[src/include/pst_defines.vh]
// Constants for the status and telemetry command bank
`ifndef PST_DEFINES_VH
`define PST_DEFINES_VH
`define PST_CMD_CLEAR_FAULTS 8'h03
`define PST_CMD_STATUS_BYTE  8'h78
`define PST_CMD_STATUS_CML   8'h7e
`define PST_CMD_VENDOR_STAT  8'h80
`define PST_CMD_VIN_READ     8'h88
`define PST_CMD_VOUT_READ    8'h8b
`define PST_CMD_ALERT_MASK   8'h1b
`define PST_BIT_POR          7
`define PST_BIT_SELF         6
`define PST_BIT_RESTART      3
`define PST_BIT_BACKCH       2
`define PST_BIT_SYNC         1
`define PST_BIT_IVC          7
`define PST_BIT_SB_CML       1
`define PST_VENDOR_RW_MASK   8'h8e
`define PST_CML_RW_MASK      8'hfa
`define PST_STAT_RESET       8'h00
`define PST_PHASE_ALL        8'hff
`endif

[src/core/pst_latch_bits.v]
// Write-one-to-clear latched flag group
`timescale 1ns/1ps
`default_nettype none
module pst_latch_bits #(
  parameter W = 8
) (
  input  wire         clock_in,
  input  wire         rst_n_in,
  input  wire [W-1:0] set_in,
  input  wire [W-1:0] w1c_in,
  input  wire         clear_all_in,
  input  wire [W-1:0] keep_in,
  output reg  [W-1:0] flags_out
);
  reg [W-1:0] flags_nxt;
  always @* begin
    // Set wins over clear so a coincident event is kept
    flags_nxt = (flags_out & ~w1c_in & {W{~clear_all_in}}) | set_in;
    flags_nxt = flags_nxt & keep_in;
  end
  always @(posedge clock_in) begin
    if (!rst_n_in) begin
      flags_out <= {W{1'b0}};
    end else begin
      flags_out <= flags_nxt;
    end
  end
endmodule
`default_nettype wire

[src/core/pst_status_telemetry.v]
// Vendor status, communication status and voltage telemetry commands
`timescale 1ns/1ps
`default_nettype none
`include "pst_defines.vh"
module pst_status_telemetry #(
  parameter STACK = 4
) (
  input  wire        clock_in,
  input  wire        rst_n_in,
  // Command port from the bus front end
  input  wire        cmd_wr_in,
  input  wire        cmd_rd_in,
  input  wire [7:0]  cmd_code_in,
  input  wire [15:0] cmd_wdata_in,
  input  wire [7:0]  phase_in,
  // Fault and status events from the device
  input  wire        trim_bad_in,
  input  wire        store_sum_bad_in,
  input  wire        pin_detect_bad_in,
  input  wire        self_check_busy_in,
  input  wire [3:0]  follower_expected_in,
  input  wire [3:0]  follower_answered_in,
  input  wire        output_restart_event_in,
  input  wire        back_channel_link_fault_in,
  input  wire        sync_fault_in,
  // Measurements
  input  wire        sample_done_in,
  input  wire [15:0] vin_local_in,
  input  wire [63:0] vin_stack_in,
  input  wire [15:0] vout_linear_in,
  input  wire [15:0] output_sense_pin_in,
  input  wire        loop_follower_in,
  output reg  [15:0] rdata_out,
  output reg         rvalid_out,
  output reg         unmapped_out,
  output reg         alert_n_out,
  output reg  [7:0]  status_byte_out
);
  // ==========================================================
  // Helper functions
  // One decoder for every write-side command match; the read case decodes on its own
  function cmd_hit;
    input [7:0] code;
    input [7:0] ref_code;
    begin
      cmd_hit = (code == ref_code);
    end
  endfunction

  // Write-one-to-clear data only counts on a write to that command
  function [7:0] w1c_bits;
    input       hit;
    input [7:0] data;
    begin
      if (hit) begin
        w1c_bits = data;
      end else begin
        w1c_bits = 8'h00;
      end
    end
  endfunction

  // Picks one 16-bit member word out of the packed stack bus
  function [15:0] lane_pick;
    input [63:0] bus;
    input [1:0]  idx;
    begin
      case (idx)
        2'h0:    lane_pick = bus[15:0];
        2'h1:    lane_pick = bus[31:16];
        2'h2:    lane_pick = bus[47:32];
        2'h3:    lane_pick = bus[63:48];
        default: lane_pick = 16'h0000;
      endcase
    end
  endfunction

  // Stack bus holds four members; an absent phase reads zero
  function [15:0] phase_word;
    input [7:0]  ph;
    input [15:0] local_w;
    input [63:0] stack_w;
    begin
      if (ph == `PST_PHASE_ALL) begin
        phase_word = local_w;
      end else if (ph < STACK) begin
        phase_word = lane_pick(stack_w, ph[1:0]);
      end else begin
        phase_word = 16'h0000;
      end
    end
  endfunction

  // ==========================================================
  // Vendor and communication status bits
  wire [7:0] vend_set;
  wire [7:0] vend_q;
  wire [7:0] cml_set;
  wire [7:0] cml_q;
  wire       clr_all;
  wire       wr_vend;
  wire       wr_cml;
  wire       wr_ro;
  reg  [7:0] vend_mask_r;
  reg  [7:0] cml_mask_r;

  assign clr_all = cmd_wr_in &
                   cmd_hit(cmd_code_in, `PST_CMD_CLEAR_FAULTS);
  assign wr_vend = cmd_wr_in &
                   cmd_hit(cmd_code_in, `PST_CMD_VENDOR_STAT);
  assign wr_cml  = cmd_wr_in &
                   cmd_hit(cmd_code_in, `PST_CMD_STATUS_CML);
  // Telemetry words are read-only; a write is an invalid command
  assign wr_ro   = cmd_wr_in &
                   (cmd_hit(cmd_code_in, `PST_CMD_VIN_READ) |
                    cmd_hit(cmd_code_in, `PST_CMD_VOUT_READ));

  assign vend_set[`PST_BIT_POR] = trim_bad_in | store_sum_bad_in |
                                  pin_detect_bad_in;
  assign vend_set[6] = 1'b0;
  assign vend_set[5:4] = 2'b00;
  assign vend_set[`PST_BIT_RESTART] = output_restart_event_in;
  assign vend_set[`PST_BIT_BACKCH] = back_channel_link_fault_in;
  assign vend_set[`PST_BIT_SYNC] = sync_fault_in;
  assign vend_set[0] = 1'b0;
  assign cml_set = {wr_ro, 7'h00};

  pst_latch_bits #(.W(8)) u_vend (
    .clock_in     (clock_in),
    .rst_n_in     (rst_n_in),
    .set_in       (vend_set),
    .w1c_in       (w1c_bits(wr_vend, cmd_wdata_in[7:0])),
    .clear_all_in (clr_all),
    .keep_in      (`PST_VENDOR_RW_MASK),
    .flags_out    (vend_q)
  );

  pst_latch_bits #(.W(8)) u_cml (
    .clock_in     (clock_in),
    .rst_n_in     (rst_n_in),
    .set_in       (cml_set),
    .w1c_in       (w1c_bits(wr_cml, cmd_wdata_in[7:0])),
    .clear_all_in (clr_all),
    .keep_in      (`PST_CML_RW_MASK),
    .flags_out    (cml_q)
  );

  // ==========================================================
  // Live self-check bit and alert masks
  wire       self_live;
  wire [7:0] vend_view;
  wire       vend_alert;
  wire       cml_alert;

  assign self_live = self_check_busy_in |
         |(follower_expected_in & ~follower_answered_in);
  assign vend_view = vend_q | {1'b0, self_live, 6'h00};
  // Mask low byte covers vendor bits, high byte the comm bits
  assign vend_alert = |(vend_q & ~vend_mask_r);
  assign cml_alert  = |(cml_q & ~cml_mask_r);

  always @(posedge clock_in) begin
    if (!rst_n_in) begin
      vend_mask_r <= `PST_STAT_RESET;
      cml_mask_r  <= `PST_STAT_RESET;
    end else if (cmd_wr_in &&
                 cmd_hit(cmd_code_in, `PST_CMD_ALERT_MASK)) begin
      vend_mask_r <= cmd_wdata_in[7:0] & `PST_VENDOR_RW_MASK;
      cml_mask_r  <= cmd_wdata_in[15:8] & `PST_CML_RW_MASK;
    end
  end

  // ==========================================================
  // Telemetry snapshots
  reg  [15:0] vin_loc_r;
  reg  [63:0] vin_stk_r;
  reg  [15:0] vout_r;
  reg  [15:0] vout_pick;
  wire [15:0] vin_sel;

  // Follower reports its sense pin as is; scale factor plays no part
  always @* begin
    if (loop_follower_in) begin
      vout_pick = output_sense_pin_in;
    end else begin
      vout_pick = vout_linear_in;
    end
  end

  // Every member moves in one edge, so no torn reads, and a phase
  // change after the sample still reads words of that one sample
  always @(posedge clock_in) begin
    if (!rst_n_in) begin
      vin_loc_r <= 16'h0000;
      vin_stk_r <= 64'h0000000000000000;
      vout_r    <= 16'h0000;
    end else if (sample_done_in) begin
      vin_loc_r <= vin_local_in;
      vin_stk_r <= vin_stack_in;
      vout_r    <= vout_pick;
    end
  end

  // Phase is applied when the host reads, as it stands then
  assign vin_sel = phase_word(phase_in, vin_loc_r, vin_stk_r);

  // ==========================================================
  // Read data and summary outputs
  reg [15:0] rd_nxt;
  reg        um_nxt;

  always @* begin
    rd_nxt = 16'h0000;
    um_nxt = 1'b0;
    case (cmd_code_in)
      `PST_CMD_VENDOR_STAT: rd_nxt = {8'h00, vend_view};
      `PST_CMD_STATUS_CML:  rd_nxt = {8'h00, cml_q};
      `PST_CMD_VIN_READ:    rd_nxt = vin_sel;
      `PST_CMD_VOUT_READ:   rd_nxt = vout_r;
      `PST_CMD_ALERT_MASK:  rd_nxt = {cml_mask_r, vend_mask_r};
      `PST_CMD_STATUS_BYTE: rd_nxt = {8'h00, status_byte_out};
      default:              um_nxt = 1'b1;
    endcase
  end

  // ==========================================================
  // Summary and alert next values
  reg [7:0] sb_nxt;
  reg       alert_n_nxt;

  // Only the comm summary bit is kept here; others read zero
  always @* begin
    sb_nxt = `PST_STAT_RESET;
    sb_nxt[`PST_BIT_SB_CML] = |cml_q;
  end

  // Alert is a level; it drops once every unmasked flag is gone
  always @* begin
    if (vend_alert | cml_alert) begin
      alert_n_nxt = 1'b0;
    end else begin
      alert_n_nxt = 1'b1;
    end
  end

  always @(posedge clock_in) begin
    if (!rst_n_in) begin
      rdata_out       <= 16'h0000;
      rvalid_out      <= 1'b0;
      unmapped_out    <= 1'b0;
      alert_n_out     <= 1'b1;
      status_byte_out <= `PST_STAT_RESET;
    end else begin
      rvalid_out   <= cmd_rd_in;
      unmapped_out <= cmd_rd_in & um_nxt;
      if (cmd_rd_in) begin
        rdata_out <= rd_nxt;
      end
      // Summary follows the comm latches one cycle late, and clears a cycle after them
      status_byte_out <= sb_nxt;
      alert_n_out     <= alert_n_nxt;
    end
  end
endmodule
`default_nettype wire

[config.mk]
export PLATFORM = sky130hd
export DESIGN_NAME = pst_status_telemetry
export DESIGN_NICKNAME = d
export VERILOG_FILES = /design/src/core/pst_latch_bits.v /design/src/core/pst_status_telemetry.v
export VERILOG_INCLUDE_DIRS = /design/src /design/src/include
export SDC_FILE = /design/constraint.sdc
export NUM_CORES = 1
export LEC_CHECK = 0
export BUFFER_PORTS_ARGS = -buffer_cell sky130_fd_sc_hd__buf_2
export CORE_MARGIN = 2
export CORE_UTILIZATION = 56
export CTS_CLUSTER_DIAMETER = 60
export DETAILED_ROUTE_END_ITERATION = 8
export GPL_TIMING_DRIVEN = 0
export PLACE_DENSITY = 0.85
export SKIP_CTS_REPAIR_TIMING = 1
export SYNTH_ARGS = -nofsm -noshare
export SYNTH_HDL_FRONTEND = slang
export SYNTH_SLANG_ARGS = --single-unit
[constraint.sdc]
create_clock -name clock_in -period 3.1 [get_ports clock_in]
set_clock_uncertainty 0.1 [all_clocks]
set_input_delay 0.465 -clock clock_in [delete_from_list [all_inputs] [get_ports clock_in]]
set_output_delay 0.465 -clock clock_in [all_outputs]
set_load 0.02 [all_outputs]
==> summary.md, run 1 <==
| Metric | Value |
|---|---|
| RSZ-0062 raised after global routing | false |
| R2r endpoint | rdata_out[8] |
| Routed len/inst | about 19 um |
| # rows | 38 |
| Cell count after placement | approximately 950 |
| Worst R2R Setup Slack | approximately 1.5 ns |
| Final setup viols | 0 |
| Most used routing layer | met2 |
| Via density | around 5.7 |
| Die W | around 110 um |
| H-tree levels | 4 |
| Clock slew at reported path FFs | 0.06 ns |
| Startpoint types | input pin |
| Hold depth | 2 |
| R2R depth | 4 |
| Hpwl dp | approximately 14000 um |
| P_sw | 1080 uW |
| CTS Buffer Depth | 2 |
| Seq/Total Area, Yosys | 42.9% |
| Worst Tran Pin Value | between 0.8 and 0.9 ns |
| Power density over the cells | 566 nW/um2 |
| Vias | ~5600 |
| CTS tree | yes |
| Routed WL | between 15000 and 20000 um |
| Share of power burned in registers | a little over two fifths |
| Layout area overhead | 27.0% |
| Period utilization | between 50% and 60% |
| Full die area | approximately 12000 um2 |
| Switching share of power | 23.6% |
| Logic gate share of total power | ~11% |
| Core Region | 10900 um2 |
| Vias in the first global route | between 5000 and 6000 |
| Synth cell count leaders | dfxtp_1, mux2i_1, nor2b_1 |
| Cell Area, Synth | ~6300 um2 |
| HP Start | cmd_wdata_in[4] |
| Met1 GRT Util | a little over a third |
| Synth Flop Type | dfxtp_1 |
| CP Launch Point | cmd_code_in[7] |
| Total Negative Setup Slacks | 0 ns |
| Total CTS buffers | 17 |
| Worst r2r src | vin_stk_r[40] |
| Fin worst setup slack | around 1.3 ns |
| Maxcap violations | 0 |
| Worst path arrival time | between 2 and 2.5 ns |
| Worst min path class | in2reg |
| GR Util met2 | approximately 53% |
| Top-count cell post-synth | dfxtp_1 |
| Worst Hold Endpoint | u_cml.flags_out[4] |
| Endpoint type of the worst setup path | flip-flop |
| Slew Limit Headroom | roughly two fifths |
| Maximum fanout along the worst path | 10 |
| Mapped Cells | between 600 and 700 |
| Area leader, netlist | dfxtp_1 |
| Initial antenna violation count | 0 |
| Synth cell types | 55 |
| Non-filler cells, final | ~980 |
| First drt pass iteration count | 5 |
| Largest cells by area after synthesis | dfxtp_1, mux2i_1, nor2b_1 |
| Max VDD drop | about 0.34 mV |
| Run status | finished, final reports clean |
| Min Tclk post-route | roughly 1.8 ns |
| Final-stage net count | 989 |
| M3 GR Usage | ~7.2% |
| Post-synthesis register bit count | around 140 |
| Pins Over Slew Limit | 0 |
| DRT iter0 DRCs | 380 |
| Int Power | between 3000 and 4000 uW |
| Share of layout cells above drive strength 1 | 30.6% |
| Worst-Skew Late Latency | 0.41 ns |
| Number of remaining DRC errors | 0 |
| Sink Count | approximately 140 |
| Pre-CTS WS | 0.908 ns |
| GRT Total Usage | about 30% |
| EDFF count, synth | 0 |
| P_leak | roughly 0.0037 uW |
| Yosys warnings | 0 |
| Initial core utilization | 58.0% |
| Fmax | about 560 MHz |
| Die Ht | around 110 um |
| PortBufs | between 150 and 200 |
| Final Hold Viols | 0 |
| First-pass GRT wire length | about 29000 um |
| Post-synth ARST share | 0% |
| Worst Path Required | around 3.3 ns |
| Overflow after GRT | 0 |
| Largest net degree at the start of global routing | 17 |
| N_diodes | 0 |
| IO Count | approximately 190 |
| WS Path Type | in2reg |
| Root buf cell | clkbuf_16 |
| Clock Power Share | 47.1% |
| Routed Antenna Nets | 0 |
| GP Congestion | approximately 0.98 |
| Post-Syn Area per Cell | between 10 and 15 um2 |
| Post-synth top area share | ~43% |
[power groups by stage]
stage | clock, uW | sequential (uW) | combinational [uW]
2_1_floorplan | 0 | 1930 | 296
3_3_place_gp | 0 | 1930 | 489
3_5_place_dp | 0 | 1930 | 507
4_1_cts | 2150 | 1900 | 513
5_1_grt | 2240 | 1910 | 556
6_report | 2150 | 1900 | 513
[registers in the layout, summed over array words and instances (netlist names)]
register / cells
vout_r: 16
unmapped_out: 1
cml_mask_r: 6
vin_loc_r: 16
u_vend.flags_out: 4
status_byte_out: 1
vend_mask_r: 4
u_cml.flags_out: 6
alert_n_out: 1
vin_stk_r: 64
rvalid_out: 1
rdata_out: 16
[worst max-delay path, cell delays in order]
cell	delay, ns
buf_2	0.12
nand4b_1	0.21
nor2_1	0.28
clkbuf_1	0.40
a22oi_1	0.12
and4_1	0.22
a211oi_1	0.19
[per-stage QoR]
| step | area (um2) | hold WS (ns) | utilization [%] | power [uW] |
|---|---|---|---|---|
| 6_report | 8060 | 0.154 | 73.7 | 4560 |
| 5_1_grt | 8060 | 0.153 | 73.7 | 4700 |
| 3_5_place_dp | 7430 | 0.342 | 67.9 | 2440 |
| 2_1_floorplan | 6370 | 0.325 | - | 2220 |
| 4_1_cts | 8060 | 0.146 | 73.7 | 4560 |
| 3_3_place_gp | 7430 | 0.346 | 67.9 | 2420 |
[area by class of cell]
class                           instances  area, um2
Fill cell                             806       2880
Inverter                               16       60.1
Tap cell                              140        175
Clock buffer                           19        453
Buffer                                 55        323
Timing Repair Buffer                  177        886
Clock inverter                         12        174
Multi-Input combinational cell        421       3260
Sequential cell                       136       2720
[worst max-delay path by stage]
| stage | end | slack, ns |
|---|---|---|
| CTS | rdata_out[13] | 1.33 |
| finish | rdata_out[7] | 1.31 |
| global route | rdata_out[7] | 1.24 |
| floorplan | rdata_out[0] | 1.18 |
| global placement | rdata_out[15] | 0.97 |
| detailed placement | rdata_out[13] | 0.91 |
[metal layers]
layer  vias to the layer above  part of all wire [%]  routed length (um)
li1                       2630                     -                   -
met1                      2647                    39                7280
met2                       290                    50                9250
met3                        39                   7.8                1440
met4                         0                   3.0                 550
met5                         -                     0                   0
[placed cells by master, fill, tap and decap left out, types with 5 or more instances in the layout]
cell       synthesis  layout
buf_4              9       9
nand2_1           50      50
a31oi_1           12      12
nand3_1           20      20
conb_1             1       7
clkbuf_16          0      17
nor2b_1           85      85
a21oi_1            7       7
clkbuf_1          28      28
o211a_1           16      16
nor2_1             8       8
a21boi_1          10      10
o21ai_0           13      13
inv_1             16      16
o22ai_1            5       5
mux2i_1           96      96
and4_1             5       5
dfxtp_1          136     136
clkbuf_8           3       5
buf_2             10     187
a22o_1            16      16
mux4_2            16      16
a221oi_1          12      12
[logic make-up (layout without fill, tap and decap cells)]
family                 Yosys count  after routing  synth area share (%)
and+or+nand+nor                193            193                  17.1
buffers and inverters           71            279                  6.03
muxes                          112            112                  20.8
DFF                            136            136                  42.9
other                            1              7                0.0591
AOI/OAI and AO/OA              109            109                  13.1
Power figures use the tool's default switching activity.
==> inputs of run 2 (changes only) <==
ABC_AREA = 1   (was not set)
CORE_UTILIZATION = 46   (was 56)
PLACE_DENSITY = 0.75   (was 0.85)
clock period = 1.5 ns   (was 3.1 ns; I/O delays follow)
==> run 2 against run 1 <==
Register-to-register slack worse by 1.3 ns. Flip-flop and latch count unchanged. The flow now finishes with violations (hold timing). Critical path type unchanged. Final cell count increased by 41%. Count of clock-buffer cells in the layout rose by 3. Highest routed layer unchanged. Non-clock buffer count up 89.
==> summary.md, run 2 <==
| Metric | Value |
|---|---|
| Min Tclk post-route | roughly 1.4 ns |
| Total Negative Setup Slacks | 0 ns (unchanged) |
| CTS Buffer Depth | 2 (unchanged) |
| GP Congestion | 0.941 (was 0.975) |
| R2R depth | 8 (was 4) |
| Critical Path Most Common Cell | dlygate4sd3_1 |
| Fmax | 691 MHz |
| Area leader, netlist | dfxtp_1 (unchanged) |
| Cell count after placement | 1258 (was 945) |
| Total CTS buffers | 17 (unchanged) |
| # rows | 42 (was 38) |
| Worst Setup EP | u_vend.flags_out[7] (was rdata_out[7]) |
| Initial antenna violation count | 1 (was 0) |
| Post-synth top area share | 44.4% (was 42.9%) |
| PortBufs | 178 (was 177) |
| Synth Flop Type | dfxtp_1 (unchanged) |
| Layout area overhead | 42.8% (was 27.0%) |
| Largest cells by area after synthesis | dfxtp_1, nor2_1, nand2_1 (was dfxtp_1, mux2i_1, nor2b_1) |
| EDFF count, synth | 0 (unchanged) |
| Most flops, register | vin_stk_r (unchanged) |
| Non-filler cells, final | 1377 (was 976) |
| Synth cell count leaders | nor2_1, nand2_1, dfxtp_1 (was dfxtp_1, mux2i_1, nor2b_1) |
| Worst-Skew Late Latency | 0.43 ns (was 0.41 ns) |
| GRT Total Usage | 27.6% (was 29.8%) |
| Number of remaining DRC errors | 0 (unchanged) |
| Worst path arrival time | 1.64 ns (was 2.01 ns) |
| Worst path depth | 5 (was 7) |
| WS Path Type | in2reg (unchanged) |
| Routed WL | 21600 um (was 18500 um) |
| DRT iter0 DRCs | 681 (was 380) |
| Post-Syn Area per Cell | 6.83 um2 (was 10.2 um2) |
| Die W | 120 um (was 110 um) |
| Worst min path class | in2reg (unchanged) |
| Vias in the first global route | 6114 (was 5661) |
| Final-stage net count | 1352 (was 989) |
| Final Hold Viols | 4 (was 0) |
| Worst r2r src | vin_stk_r[23] (was vin_stk_r[40]) |
| Worst Tran Pin Value | 0.712 ns (was 0.891 ns) |
| Crit-path cells | dlygate4sd3_1 > buf_2 > nor3_1 > dlygate4sd3_1 > a21oi_1 (was buf_2 > nand4b_1 > nor2_1 > clkbuf_1 > a22oi_1 > and4_1 > a211oi_1) |
| Overflow after GRT | 0 (unchanged) |
| R2r endpoint | rdata_out[7] (was rdata_out[8]) |
| Period utilization | 96.4% |
| Maxcap violations | 0 (unchanged) |
| Top-count cell post-synth | nor2_1 (was dfxtp_1) |
| Yosys warnings | 0 (unchanged) |
| Routed len/inst | 15.7 um (was 19.0 um) |
| Final setup viols | 0 (unchanged) |
| Clock slew at reported path FFs | 0.06 ns (about the same) |
| Final core utilization | 66.7% (was 73.7%) |
| Commonest non-fill, non-tap cell in the layout | nor2_1 (was buf_2) |
| Hpwl dp | 14800 um (was 14000 um) |
| Cell family with most CP delay | buffers and inverters (was simple AND/OR/NAND/NOR gates) |
| H-tree levels | 4 (unchanged) |
| Die Ht | 120 um (was 110 um) |
| First-pass GRT wire length | 30500 um (was 28900 um) |
| Endpoint type of the worst setup path | flip-flop (unchanged) |
| Power density over the cells | 1090 nW/um2 (was 566 nW/um2) |
| Post-synth ARST share | 0% (unchanged) |
| Routed Antenna Nets | 0 (unchanged) |
| Worst Path Required | 1.69 ns (was 3.32 ns) |
| Most frequent cells in the layout | nor2_1, nand2_1, buf_2 (was buf_2, dfxtp_1, mux2i_1) |
| Max VDD drop | 0.736 mV (was 0.338 mV) |
| Largest net degree at the start of global routing | 17 (unchanged) |
| Cell Area, Placed | 7270 um2 (was 7430 um2) |
| CP Launch Point | pin_detect_bad_in (was cmd_code_in[7]) |
| Vias | 7071 (was 5606) |
| PnR Total Power | 9550 uW (was 4560 uW) |
| Maximum fanout along the worst path | 1 (was 10) |
| Cell Area, Synth | 6140 um2 (was 6350 um2) |
| Worst R2R Setup Slack | 0.19 ns (was 1.49 ns) |
| Number of flip-flops in the largest register | 64 (unchanged) |
| Root buf cell | clkbuf_16 (unchanged) |
| Seq/Total Area, Yosys | 44.4% (was 42.9%) |
| Synth cell types | 31 (was 55) |
| Slew Limit Headroom | 52.5% (was 40.6%) |
| Design Area, Final | 8770 um2 (was 8060 um2) |
| Startpoint types | input pin (unchanged) |
| Via density | 5.14 (was 5.74) |
| CP peak stage delay | 0.58 ns (was 0.40 ns) |
| Hold WS | -0.0526 ns (was 0.154 ns) |
| Core Region | 13100 um2 (was 10900 um2) |
| Slowest stage cell, crit path | dlygate4sd3_1 (was clkbuf_1) |
| IO Count | 192 (unchanged) |
| P_leak | 0.00407 uW (was 0.00370 uW) |
| Full die area | 14300 um2 (was 12200 um2) |
| CTS tree | yes (unchanged) |
| Pins Over Slew Limit | 0 (unchanged) |
| Worst path buffer plus inverter count | 3 (was 2) |
| Mapped Cells | 898 (was 622) |
| Sink Count | 136 (unchanged) |
| Share of layout cells above drive strength 1 | 20.6% (was 30.6%) |
| Post-synthesis register bit count | 136 (unchanged) |
| Run status | finished with violations (was finished, final reports clean) |
| Failing checks | hold timing |
| First drt pass iteration count | 5 (unchanged) |
| Initial core utilization | 46.7% (was 58.0%) |
-- run 2: cell count changes after synthesis, sizes merged, moves of 16 or more --
| cell | previous run | this run |
|---|---|---|
| nand3 | 20 | 54 |
| o21ai | 14 | 113 |
| o211a | 16 | 0 |
| nand2 | 50 | 185 |
| inv | 16 | 62 |
| nor2 | 10 | 195 |
| nor2b | 85 | 0 |
| mux2i | 96 | 0 |
| a22o | 16 | 0 |
| mux4 | 16 | 0 |
| a21oi | 7 | 43 |
-- run 2: per-stage QoR --
stage               hold WS, ns  worst slack, ns
finish                  -0.0526           0.0535
global route            -0.0103        -0.000445
CTS                      -0.115            0.138
detailed placement        0.323           -0.297
global placement          0.317           -0.295
floorplan                 0.219            0.120
-- run 2: logic make-up (layout without fill, tap and decap cells) --
kind of cell	count (synthesis)	count (layout)	synth area share, %
compound gates	192	192	17.5
flops	136	136	44.4
simple gates	450	450	29.8
other cells	1	8	0.0611
buf+inv	119	415	8.34
-- run 2: how the worst min path moves through the flow --
stage                                          start                  end  cells after the start
after floorplan                      cmd_wdata_in[6]   u_cml.flags_out[6]                      1
after global placement               cmd_wdata_in[4]   u_cml.flags_out[4]                      2
after detailed placement             cmd_wdata_in[6]   u_cml.flags_out[6]                      2
after CTS                 back_channel_link_fault_in  u_vend.flags_out[2]                      3
after global routing                 vin_stack_in[2]         vin_stk_r[2]                      3
final                                vin_stack_in[4]         vin_stk_r[4]                      3
-- run 2: worst min-delay path: stages --
cell    delay (ns)
buf_2         0.09
nor2_1        0.04
nor2_1        0.08
-- run 2: where the power goes --
group	total (uW)	internal, uW	switching (uW)
Combinational	1180	541	643
Sequential	3970	3830	143
Clock	4390	2790	1600
Total	9550	7160	2390
-- run 2: layout make-up --
type | count | area, um2
sequential | 136 | 2720
clock buffer | 22 | 484
timing repair buffer | 264 | 1750
antenna | 1 | 2.50
buffer | 57 | 279
multi-input combinational | 649 | 2930
clock inverter | 10 | 143
tap | 176 | 220
inverter | 62 | 233
fill | 1121 | 4370
-- run 2: per-layer routing --
layer	wire (um)	GRT usage [%]	vias up
met5	0	0	-
met4	597	8.82	0
met2	9970	42.7	327
met1	9340	38.2	3203
met3	1700	6.46	48
li1	-	-	3493
